File: src/dac_consts.vh
// register map, field positions, reset values and codes of the dual current dac
`ifndef DAC_CONSTS_VH
`define DAC_CONSTS_VH

// -----------------------------------------------------------------
// register indices (byte address is four times the index)
// -----------------------------------------------------------------
`define IDX_DAC0_DATA_LOW 8'h96
`define IDX_DAC0_DATA_HIGH 8'h97
`define IDX_DAC1_CONTROL 8'hb5
`define IDX_DAC0_CONTROL 8'hb9
`define IDX_REFERENCE_CONTROL 8'hd1
`define IDX_DAC1_DATA_LOW 8'hf4
`define IDX_DAC1_DATA_HIGH 8'hf5

// -----------------------------------------------------------------
// control register fields
// -----------------------------------------------------------------
`define CTL_ENABLE_BIT 7
`define CTL_SOURCE_MSB 6
`define CTL_SOURCE_LSB 4
`define CTL_RESERVED_BIT 3
`define CTL_RJST_BIT 2
`define CTL_FS_MSB 1
`define CTL_FS_LSB 0
`define REF_MERGE_BIT 7

// -----------------------------------------------------------------
// reset values
// -----------------------------------------------------------------
`define CTL_RESET 8'h73
`define DATA_RESET 8'h00
`define REF_RESET 8'h00

// -----------------------------------------------------------------
// update source codes
// -----------------------------------------------------------------
`define SRC_TIMER0 3'h0
`define SRC_TIMER1 3'h1
`define SRC_TIMER2 3'h2
`define SRC_TIMER3 3'h3
`define SRC_STROBE_RISE 3'h4
`define SRC_STROBE_FALL 3'h5
`define SRC_STROBE_ANY 3'h6
`define SRC_HIGH_WRITE 3'h7

// -----------------------------------------------------------------
// bus responses
// -----------------------------------------------------------------
`define RESP_OKAY 2'h0
`define RESP_SLVERR 2'h2

`endif

File: src/dac_channel.v
// one dac channel: control and data bytes, update selection, input latch
`timescale 1ns/1ns
`include "dac_consts.vh"

module dac_channel (
    input wire aclk,
    input wire aresetn,
    input wire wr_control,
    input wire wr_high,
    input wire wr_low,
    input wire [7:0] wdata,
    input wire [3:0] timer_event,
    input wire strobe_rise,
    input wire strobe_fall,
    output wire [7:0] control_read,
    output wire [7:0] high_read,
    output wire [7:0] low_read,
    output reg [11:0] latch_reg,
    output wire enable,
    output wire [1:0] fullscale
);

    // -----------------------------------------------------------------
    // held registers
    // -----------------------------------------------------------------
    reg [7:0] control_reg;
    reg [7:0] high_reg;
    reg [7:0] low_reg;
    wire [2:0] source;
    wire rjst;
    wire [7:0] high_eff;
    wire [11:0] word;
    reg update;

    assign source = control_reg[`CTL_SOURCE_MSB:`CTL_SOURCE_LSB];
    assign rjst = control_reg[`CTL_RJST_BIT];
    assign enable = control_reg[`CTL_ENABLE_BIT];
    assign fullscale = control_reg[`CTL_FS_MSB:`CTL_FS_LSB];
    assign control_read = {control_reg[7:4], 1'b0, control_reg[2:0]};
    assign high_read = rjst ? {4'h0, high_reg[3:0]} : high_reg;
    assign low_read = rjst ? low_reg : {low_reg[7:4], 4'h0};

    // high byte written this cycle takes part in its own update
    assign high_eff = wr_high ? wdata : high_reg;
    assign word = rjst ? {high_eff[3:0], low_reg}
                       : {high_eff, low_reg[7:4]};

    always @(posedge aclk) begin
        if (!aresetn) begin
            control_reg <= `CTL_RESET;
            high_reg <= `DATA_RESET;
            low_reg <= `DATA_RESET;
        end else begin
            if (wr_control) begin
                control_reg <= {wdata[7:4], 1'b0, wdata[2:0]};
            end
            if (wr_high) begin
                high_reg <= wdata;
            end
            if (wr_low) begin
                low_reg <= wdata;
            end
        end
    end

    // -----------------------------------------------------------------
    // update event selection
    // -----------------------------------------------------------------
    always @* begin
        case (source)
            `SRC_TIMER0: update = timer_event[0];
            `SRC_TIMER1: update = timer_event[1];
            `SRC_TIMER2: update = timer_event[2];
            `SRC_TIMER3: update = timer_event[3];
            `SRC_STROBE_RISE: update = strobe_rise;
            `SRC_STROBE_FALL: update = strobe_fall;
            `SRC_STROBE_ANY: update = strobe_rise | strobe_fall;
            `SRC_HIGH_WRITE: update = wr_high;
            default: update = 1'b0;
        endcase
    end

    // data bytes are held; only the selected event moves them on
    always @(posedge aclk) begin
        if (!aresetn) begin
            latch_reg <= 12'h000;
        end else if (update) begin
            latch_reg <= word;
        end
    end

endmodule

File: src/dual_dac_ctrl.v
// top of the dual current dac update control with its axi4-lite register slave
// Summary of operation
// - source codes 100/101/110 update on rising, falling or either strobe edge
// - strobe modes hold byte writes; the edge copies high:low into the latch
// - source codes 000 to 011 update on timer 0 to 3 overflow
// - source code 111 updates on a write to the high data byte
// - left justified: d11-d4 from high 7-0, d3-d0 from low 7-4
// - right justified: d11-d8 from high 3-0, d7-d0 from low 7-0
// - control bit 2 selects justification: 0 left, 1 right
// - control bits 1:0 pick 0.25, 0.5, 1 or 2 ma; reset 2 ma
// - control bit 7 enables the channel; resets to 0
// - control bit 3 reserved: reads 0, software writes 0
// - reference control bit 7 picks the second channel pin; first pin fixed
// - both disabled: pins are gpio; enabled pin loses driver and pullup
// - both enabled with merge set: both currents share the first pin
// - merge 0: second channel on own pin; 1: on first channel pin
// - write mode: low byte held until the high byte write latches both
// - timer 2/3 update on low overflow in 8-bit, high overflow in 16-bit
//
// The implementer's own choice: the AXI4-Lite interface to the registers.
`timescale 1ns/1ns
`include "dac_consts.vh"

module dual_dac_ctrl #(
    parameter ADDR_WIDTH = 12
) (
    input wire aclk,
    input wire aresetn,
    input wire [ADDR_WIDTH-1:0] s_axi_awaddr,
    input wire [2:0] s_axi_awprot,
    input wire s_axi_awvalid,
    output wire s_axi_awready,
    input wire [31:0] s_axi_wdata,
    input wire [3:0] s_axi_wstrb,
    input wire s_axi_wvalid,
    output wire s_axi_wready,
    output reg [1:0] s_axi_bresp,
    output reg s_axi_bvalid,
    input wire s_axi_bready,
    input wire [ADDR_WIDTH-1:0] s_axi_araddr,
    input wire [2:0] s_axi_arprot,
    input wire s_axi_arvalid,
    output wire s_axi_arready,
    output reg [31:0] s_axi_rdata,
    output reg [1:0] s_axi_rresp,
    output reg s_axi_rvalid,
    input wire s_axi_rready,
    input wire timer0_overflow,
    input wire timer1_overflow,
    input wire timer2_low_overflow,
    input wire timer2_high_overflow,
    input wire timer2_split_8bit,
    input wire timer3_low_overflow,
    input wire timer3_high_overflow,
    input wire timer3_split_8bit,
    input wire external_convert_strobe,
    output wire [11:0] dac0_code,
    output wire [11:0] dac1_code,
    output wire [1:0] dac0_fullscale_select,
    output wire [1:0] dac1_fullscale_select,
    output wire dac0_channel_enable,
    output wire dac1_channel_enable,
    output reg pin0_analog_connect,
    output reg pin1_analog_connect,
    output reg dac1_route_to_pin0
);

    // -----------------------------------------------------------------
    // write channel capture
    // -----------------------------------------------------------------
    // aw and w taken in either order, held until both in
    reg aw_held_reg;
    reg [ADDR_WIDTH-1:0] aw_addr_reg;
    reg w_held_reg;
    reg [7:0] w_data_reg;
    reg w_lane0_reg;
    wire aw_take;
    wire w_take;
    wire wr_fire;
    wire [7:0] wr_index;
    wire wr_hit;

    assign s_axi_awready = !aw_held_reg && !s_axi_bvalid;
    assign s_axi_wready = !w_held_reg && !s_axi_bvalid;
    assign aw_take = s_axi_awvalid && s_axi_awready;
    assign w_take = s_axi_wvalid && s_axi_wready;
    assign wr_fire = aw_held_reg && w_held_reg;
    assign wr_index = aw_addr_reg[9:2];

    always @(posedge aclk) begin
        if (!aresetn) begin
            aw_held_reg <= 1'b0;
            aw_addr_reg <= {ADDR_WIDTH{1'b0}};
        end else if (aw_take) begin
            aw_held_reg <= 1'b1;
            aw_addr_reg <= s_axi_awaddr;
        end else if (wr_fire) begin
            aw_held_reg <= 1'b0;
        end
    end

    always @(posedge aclk) begin
        if (!aresetn) begin
            w_held_reg <= 1'b0;
            w_data_reg <= 8'h00;
            w_lane0_reg <= 1'b0;
        end else if (w_take) begin
            w_held_reg <= 1'b1;
            w_data_reg <= s_axi_wdata[7:0];
            w_lane0_reg <= s_axi_wstrb[0];
        end else if (wr_fire) begin
            w_held_reg <= 1'b0;
        end
    end

    // -----------------------------------------------------------------
    // write address decode
    // -----------------------------------------------------------------
    // upper bytes of the word are read-only zero; only lane 0 stores
    reg wr_dac0_ctl;
    reg wr_dac0_high;
    reg wr_dac0_low;
    reg wr_dac1_ctl;
    reg wr_dac1_high;
    reg wr_dac1_low;
    reg wr_ref;
    reg wr_known;
    wire wr_go;

    assign wr_go = wr_fire && w_lane0_reg && aw_addr_reg[ADDR_WIDTH-1:10] == {(ADDR_WIDTH-10){1'b0}};

    always @* begin
        wr_dac0_ctl = 1'b0;
        wr_dac0_high = 1'b0;
        wr_dac0_low = 1'b0;
        wr_dac1_ctl = 1'b0;
        wr_dac1_high = 1'b0;
        wr_dac1_low = 1'b0;
        wr_ref = 1'b0;
        wr_known = 1'b1;
        case (wr_index)
            `IDX_DAC0_CONTROL: wr_dac0_ctl = wr_go;
            `IDX_DAC0_DATA_HIGH: wr_dac0_high = wr_go;
            `IDX_DAC0_DATA_LOW: wr_dac0_low = wr_go;
            `IDX_DAC1_CONTROL: wr_dac1_ctl = wr_go;
            `IDX_DAC1_DATA_HIGH: wr_dac1_high = wr_go;
            `IDX_DAC1_DATA_LOW: wr_dac1_low = wr_go;
            `IDX_REFERENCE_CONTROL: wr_ref = wr_go;
            default: wr_known = 1'b0;
        endcase
    end

    assign wr_hit = wr_known && (aw_addr_reg[ADDR_WIDTH-1:10] == {(ADDR_WIDTH-10){1'b0}});

    // -----------------------------------------------------------------
    // write response
    // -----------------------------------------------------------------
    always @(posedge aclk) begin
        if (!aresetn) begin
            s_axi_bvalid <= 1'b0;
            s_axi_bresp <= `RESP_OKAY;
        end else if (wr_fire) begin
            s_axi_bvalid <= 1'b1;
            s_axi_bresp <= wr_hit ? `RESP_OKAY : `RESP_SLVERR;
        end else if (s_axi_bready) begin
            s_axi_bvalid <= 1'b0;
        end
    end

    // -----------------------------------------------------------------
    // reference control (merge bit only lives here)
    // -----------------------------------------------------------------
    // other reference bits live elsewhere, read zero
    localparam [7:0] REF_INIT = `REF_RESET;
    reg merge_reg;

    always @(posedge aclk) begin
        if (!aresetn) begin
            merge_reg <= REF_INIT[`REF_MERGE_BIT];
        end else if (wr_ref && wr_hit) begin
            merge_reg <= w_data_reg[`REF_MERGE_BIT];
        end
    end

    // -----------------------------------------------------------------
    // strobe synchroniser and edge detect
    // -----------------------------------------------------------------
    reg strobe_meta_reg;
    reg strobe_sync_reg;
    reg strobe_prev_reg;
    wire strobe_rise;
    wire strobe_fall;

    always @(posedge aclk) begin
        if (!aresetn) begin
            strobe_meta_reg <= 1'b0;
            strobe_sync_reg <= 1'b0;
            strobe_prev_reg <= 1'b0;
        end else begin
            strobe_meta_reg <= external_convert_strobe;
            strobe_sync_reg <= strobe_meta_reg;
            strobe_prev_reg <= strobe_sync_reg;
        end
    end

    // both samples synchronised: one pulse per edge
    assign strobe_rise = strobe_sync_reg && !strobe_prev_reg;
    assign strobe_fall = !strobe_sync_reg && strobe_prev_reg;

    // -----------------------------------------------------------------
    // timer event selection
    // -----------------------------------------------------------------
    wire [3:0] timer_event;

    assign timer_event[0] = timer0_overflow;
    assign timer_event[1] = timer1_overflow;
    assign timer_event[2] = timer2_split_8bit ? timer2_low_overflow : timer2_high_overflow;
    assign timer_event[3] = timer3_split_8bit ? timer3_low_overflow : timer3_high_overflow;

    // -----------------------------------------------------------------
    // channels
    // -----------------------------------------------------------------
    wire [7:0] ch0_ctl_rd;
    wire [7:0] ch0_high_rd;
    wire [7:0] ch0_low_rd;
    wire [7:0] ch1_ctl_rd;
    wire [7:0] ch1_high_rd;
    wire [7:0] ch1_low_rd;

    dac_channel u_dac0 (
        .aclk(aclk),
        .aresetn(aresetn),
        .wr_control(wr_dac0_ctl),
        .wr_high(wr_dac0_high),
        .wr_low(wr_dac0_low),
        .wdata(w_data_reg),
        .timer_event(timer_event),
        .strobe_rise(strobe_rise),
        .strobe_fall(strobe_fall),
        .control_read(ch0_ctl_rd),
        .high_read(ch0_high_rd),
        .low_read(ch0_low_rd),
        .latch_reg(dac0_code),
        .enable(dac0_channel_enable),
        .fullscale(dac0_fullscale_select)
    );

    dac_channel u_dac1 (
        .aclk(aclk),
        .aresetn(aresetn),
        .wr_control(wr_dac1_ctl),
        .wr_high(wr_dac1_high),
        .wr_low(wr_dac1_low),
        .wdata(w_data_reg),
        .timer_event(timer_event),
        .strobe_rise(strobe_rise),
        .strobe_fall(strobe_fall),
        .control_read(ch1_ctl_rd),
        .high_read(ch1_high_rd),
        .low_read(ch1_low_rd),
        .latch_reg(dac1_code),
        .enable(dac1_channel_enable),
        .fullscale(dac1_fullscale_select)
    );

    // -----------------------------------------------------------------
    // pin ownership
    // -----------------------------------------------------------------
    // crossbar skip bits stay with software; this only steers the pad
    always @(posedge aclk) begin
        if (!aresetn) begin
            pin0_analog_connect <= 1'b0;
            pin1_analog_connect <= 1'b0;
            dac1_route_to_pin0 <= 1'b0;
        end else begin
            pin0_analog_connect <= dac0_channel_enable
                || (dac1_channel_enable && merge_reg);
            pin1_analog_connect <= dac1_channel_enable && !merge_reg;
            dac1_route_to_pin0 <= merge_reg;
        end
    end

    // -----------------------------------------------------------------
    // read path
    // -----------------------------------------------------------------
    wire [7:0] rd_index;
    wire rd_upper_ok;
    wire ar_take;
    reg [7:0] rd_byte;
    reg rd_known;

    assign s_axi_arready = !s_axi_rvalid;
    assign ar_take = s_axi_arvalid && s_axi_arready;
    assign rd_index = s_axi_araddr[9:2];
    assign rd_upper_ok = s_axi_araddr[ADDR_WIDTH-1:10] == {(ADDR_WIDTH-10){1'b0}};

    always @* begin
        rd_byte = 8'h00;
        rd_known = 1'b1;
        case (rd_index)
            `IDX_DAC0_CONTROL: rd_byte = ch0_ctl_rd;
            `IDX_DAC0_DATA_HIGH: rd_byte = ch0_high_rd;
            `IDX_DAC0_DATA_LOW: rd_byte = ch0_low_rd;
            `IDX_DAC1_CONTROL: rd_byte = ch1_ctl_rd;
            `IDX_DAC1_DATA_HIGH: rd_byte = ch1_high_rd;
            `IDX_DAC1_DATA_LOW: rd_byte = ch1_low_rd;
            `IDX_REFERENCE_CONTROL: rd_byte = {merge_reg, 7'h00};
            default: rd_known = 1'b0;
        endcase
    end

    always @(posedge aclk) begin
        if (!aresetn) begin
            s_axi_rvalid <= 1'b0;
            s_axi_rdata <= 32'h00000000;
            s_axi_rresp <= `RESP_OKAY;
        end else if (ar_take) begin
            s_axi_rvalid <= 1'b1;
            if (rd_known && rd_upper_ok) begin
                s_axi_rdata <= {24'h000000, rd_byte};
                s_axi_rresp <= `RESP_OKAY;
            end else begin
                s_axi_rdata <= 32'h00000000;
                s_axi_rresp <= `RESP_SLVERR;
            end
        end else if (s_axi_rready) begin
            s_axi_rvalid <= 1'b0;
        end
    end

endmodule

File: config.mk
export PLATFORM = sky130hd
export DESIGN_NAME = dual_dac_ctrl
export DESIGN_NICKNAME = d
export VERILOG_FILES = /design/src/dac_channel.v /design/src/dual_dac_ctrl.v
export VERILOG_INCLUDE_DIRS = /design/src
export SDC_FILE = /design/constraint.sdc
export NUM_CORES = 1
export LEC_CHECK = 0
export BUFFER_PORTS_ARGS = -buffer_cell sky130_fd_sc_hd__clkbuf_2
export CORE_UTILIZATION = 43
export CTS_BUF_LIST = sky130_fd_sc_hd__clkbuf_4
export CTS_CLUSTER_DIAMETER = 60
export DETAILED_ROUTE_END_ITERATION = 8
export GPL_TIMING_DRIVEN = 0
export PLACE_DENSITY = 0.71
export SLEW_MARGIN = 15
export SYNTH_ARGS = -nofsm -noshare
export SYNTH_HDL_FRONTEND = slang
export SYNTH_SLANG_ARGS = --single-unit
File: constraint.sdc
create_clock -name aclk -period 2.06 [get_ports aclk]
set_input_delay 0.309 -clock aclk [delete_from_list [all_inputs] [get_ports aclk]]
set_output_delay 0.309 -clock aclk [all_outputs]
set_load 0.03 [all_outputs]
==> summary.md <==
Detailed placement finished with a half-perimeter wire length of 11,800 um. For the via count, the log shows 4,961. Broken down by cell family, the worst path's largest delay share belongs to simple AND/OR/NAND/NOR gates.

The routed wire length per instance works out to 16.8 um. Among all flip-flop cells after synthesis, the most frequent one is sky130_fd_sc_hd__dfxtp_1. The Yosys step of the flow raised 0 warnings. The run gives 6200 um^2 as the area of placed instances. The first global-routing pass estimated 24,300 um of wire. The deepest level of the CTS H-tree is 3, and the number of enable flip-flop cells after synthesis is 0. Net switching power of the design: 0.00109 W. The post-synthesis average cell area was 8.78 um^2. The share of Yosys cell area claimed by the top area cell type was 40.5%. Leakage dissipation: 2.80 nW. The worst setup path is launched from a flip-flop. TritonCTS built the clock tree.

After synthesis, the cell types taking the most area are sky130_fd_sc_hd__dfxtp_1, sky130_fd_sc_hd__mux2i_1, sky130_fd_sc_hd__nand2_1. Setup repair after global routing could not meet its margin everywhere. The die covers 13,100 um^2. The count of fill cells added during filler insertion was 1,182; the fraction of layout instances using a drive strength above 1 was 25.1%. In this run the worst path has a maximum fanout of 7. The count of buffers inserted at the top-level ports works out to 91. The tree is rooted in a sky130_fd_sc_hd__clkbuf_4.

Walking the worst path, the cells encountered are or3b_1, nor2_1, nand3_1, mux2i_1, nand2_1. By instance count, the leading cell after synthesis is sky130_fd_sc_hd__dfxtp_1. Including well taps, the total number of placed cells is 904. The finished cells cover 6590 um^2.

The tools report the sum of overflow across all layers after global routing as 0. Routed signal wires occupy layers up through met4. The number of diodes added for antenna fixing was 0; the highest cell delay on the worst timing path was 0.45 ns. The final worst clock skew came out at 0.0323 ns. The actual slew at the worst max-slew pin was 0.797 ns. From bottom edge to top edge, the die measures 114 um. The final-report max-slew violation count is 0, and the share of flip-flops with an asynchronous set or reset is 0%. Setup violations remaining at the end of the flow were counted as 0. The clock net in this run drives a total of 110 sinks. The total clock buffers created by CTS was 9. Data arrives at the worst endpoint at 2.35 ns.

The fraction of the core area covered by cells at the end of the flow is 54.2%, and the total number of placement rows is 40. STA puts the critical path data required time at 2.44 ns. Of the total power, the share spent switching nets is 28.4%.

The initial utilization of the core area, before any placement, comes to 44.7%. The logs give 0.00819 ns for the final worst hold slack and 0 for the number of maximum-capacitance violations. Internal power: 0.00275 W.

Using the TritonRoute via totals, the vias-per-cell ratio works out to 5.28. The post-synth design cell area is 5440 um^2, and the sequential group share of total power is 57.6%. The headroom to the max-slew limit was 46.9%. The number of hold violations in the final report was 0; the total length of routed met3 wires was 990 um. DRC violation total after the first TritonRoute iteration: 244. Sequential elements use 40.5% of the synthesized area.

The number of buffers and inverters on the critical path came out at 0. The register bit total from synthesis is 110. The flow ran to the end, and the final reports show no timing, DRC or antenna violations. All-layer global routing usage: 24.6%.

Across the VDD grid, the largest voltage drop is 0.000434 V. The overall routed net length is 15,800 um, and the highest clock rate is 509 MHz. The detailed router put a total of 6770 um of wire on met1. Per report_power, the clock group accounts for 30.6% of the total. Sorting the synthesized cells by how often they occur yields sky130_fd_sc_hd__dfxtp_1, sky130_fd_sc_hd__nand2_1, sky130_fd_sc_hd__a21oi_1, sky130_fd_sc_hd__mux2i_1, sky130_fd_sc_hd__nor2_1. The logs give 7800 um for the routed length on met2 and 851 for the layout net count.

The clock reaches the later pin of the worst-skew pair after 0.51 ns. The routed design could run at a clock period as short as 1.96 ns. Compared with the post-synthesis result, the final layout area differs by 21.1%. Synthesis instantiated 63 different standard cells from the library. Kind of end point of the critical path: a flip-flop.

The run gives 11.9% as the power share of the combinational group. In this run the standard cell core region covers 12,200 um^2. The worst hold path belongs to the class input port to flip-flop. The final estimated routing congestion in global placement came out at 0.938. Excluding fillers, the count of instances in the completed layout stands at 940. After clock tree synthesis, the clock-pin slew on the worst setup and hold paths is 0.17 ns. The initial antenna violation count was 0. For this run, design rule violations remaining after detail routing come to 0. Counting along the longest clock path gives a buffer depth of 2. The first detailed-routing pass ran for 5 iterations.

The power density of the placed cells is 582 nW/um^2. The instance count of the mapped netlist is 620. In the finished design, the share of the clock period the worst path needs comes to 95.3%.

The via count of the first global-routing pass was 4,651. The worst setup path is of the flip-flop to flip-flop kind. Count of nets left with antenna violations after detail routing: 0. The width of the chip was 114 um; the number of primary I/O pins was 156.

The cell type of the slowest stage on the worst timing path was sky130_fd_sc_hd__nand3_1. The biggest area contributor in the post-synthesis netlist is sky130_fd_sc_hd__dfxtp_1. The logs give 19 for the maximum number of pins on one net before global-route repair and 0 ns for the total negative slack.
[cell type report]
type,instances,area [um^2],area share (%)
plain buffers,74,447,6.78
clock buffers,11,82.6,1.25
clock inverters,5,66.3,1.01
inverters,13,48.8,0.740
multi-input cells,447,2880,43.7
flip-flops and latches,110,2200,33.4
well taps,168,210,3.19
repair buffers,112,656,9.95
[timing repair]
| item | in CTS | in global routing |
|---|---|---|
| hold endpoints to repair | 13 | 4 |
| setup endpoints to repair | 10 | 32 |
| hold buffers | 13 | 4 |
| buffers inserted | 0 | 4 |
| pin swaps | 0 | 2 |
| resized for setup | 1 | 7 |
[worst reg2reg max path, delay by kind of cell, from the launching register on]
family           cells  cell delay (ns)
and+or+nand+nor      4             1.13
DFF                  1             0.40
muxes                1             0.33
[cells by family after synthesis]
| kind of cell | after synthesis | share of synthesized area (%) |
|---|---|---|
| other cells | 1 | 0.0689 |
| compound gates | 138 | 17.5 |
| fa+ha+maj | 2 | 0.460 |
| buf+inv | 88 | 9.08 |
| flops | 110 | 40.5 |
| mux | 53 | 10.9 |
| simple gates | 228 | 21.5 |
[cell usage in the layout (no fill, tap or decap), types with 5 or more instances in the layout]
cell type                       synthesis  routed
sky130_fd_sc_hd__clkbuf_2               1      92
sky130_fd_sc_hd__nor3_1                14      14
sky130_fd_sc_hd__a32o_1                 7       7
sky130_fd_sc_hd__nand2_1               89      89
sky130_fd_sc_hd__and3_1                 5       5
sky130_fd_sc_hd__nor2_1                38      38
sky130_fd_sc_hd__dfxtp_1              110     110
sky130_fd_sc_hd__mux2_2                10      10
sky130_fd_sc_hd__nand3b_1               5       5
sky130_fd_sc_hd__a211oi_1               9       9
sky130_fd_sc_hd__a21oi_1               57      56
sky130_fd_sc_hd__clkbuf_4               0      13
sky130_fd_sc_hd__dlygate4sd3_1          0      17
sky130_fd_sc_hd__and2_1                14      14
sky130_fd_sc_hd__o21ai_0               14      14
sky130_fd_sc_hd__clkbuf_1              25      25
sky130_fd_sc_hd__mux2i_1               39      39
sky130_fd_sc_hd__inv_1                 12      12
sky130_fd_sc_hd__o22ai_1                8       8
sky130_fd_sc_hd__nor2b_1               12      12
sky130_fd_sc_hd__conb_1                 1      26
sky130_fd_sc_hd__nand2b_1               9       9
sky130_fd_sc_hd__nand3_1               14      14
sky130_fd_sc_hd__buf_4                 34      38
sky130_fd_sc_hd__buf_2                 10       8
[power by group through the flow]
stage               sequential (W)  clock, W  combinational [W]
floorplan                  0.00224         0           0.000290
global placement           0.00225         0           0.000417
detailed placement         0.00225         0           0.000423
CTS                        0.00221   0.00118           0.000444
global route               0.00221   0.00126           0.000496
finish                     0.00221   0.00117           0.000456
[metrics by stage]
step | power, W | setup slack, ns
after CTS | 0.00383 | 0.0267
final | 0.00384 | 0.0967
after detailed placement | 0.00267 | -0.155
after global placement | 0.00267 | -0.0827
after floorplan | 0.00253 | 0.261
after global routing | 0.00397 | -0.00745
[path summary, 6_finish.rpt]
path | from | end | slack (ns) | cells past startpoint
max reg2reg | aw_addr_reg[11] | u_dac1.control_reg[0] | 0.1 | 5
min reg2reg | strobe_meta_reg | strobe_sync_reg | 0.46 | 1
max | aw_addr_reg[11] | u_dac1.control_reg[0] | 0.1 | 5
min | s_axi_awaddr[6] | aw_addr_reg[6] | 0.008 | 3
[metal layers]
metal,track usage (%),vias to the layer above
met2,42.9,157
met3,5.29,19
met1,30.7,2341
met4,6.23,0
li1,-,2444
met5,0,-
No activity file was read; power rests on OpenSTA's default activity.
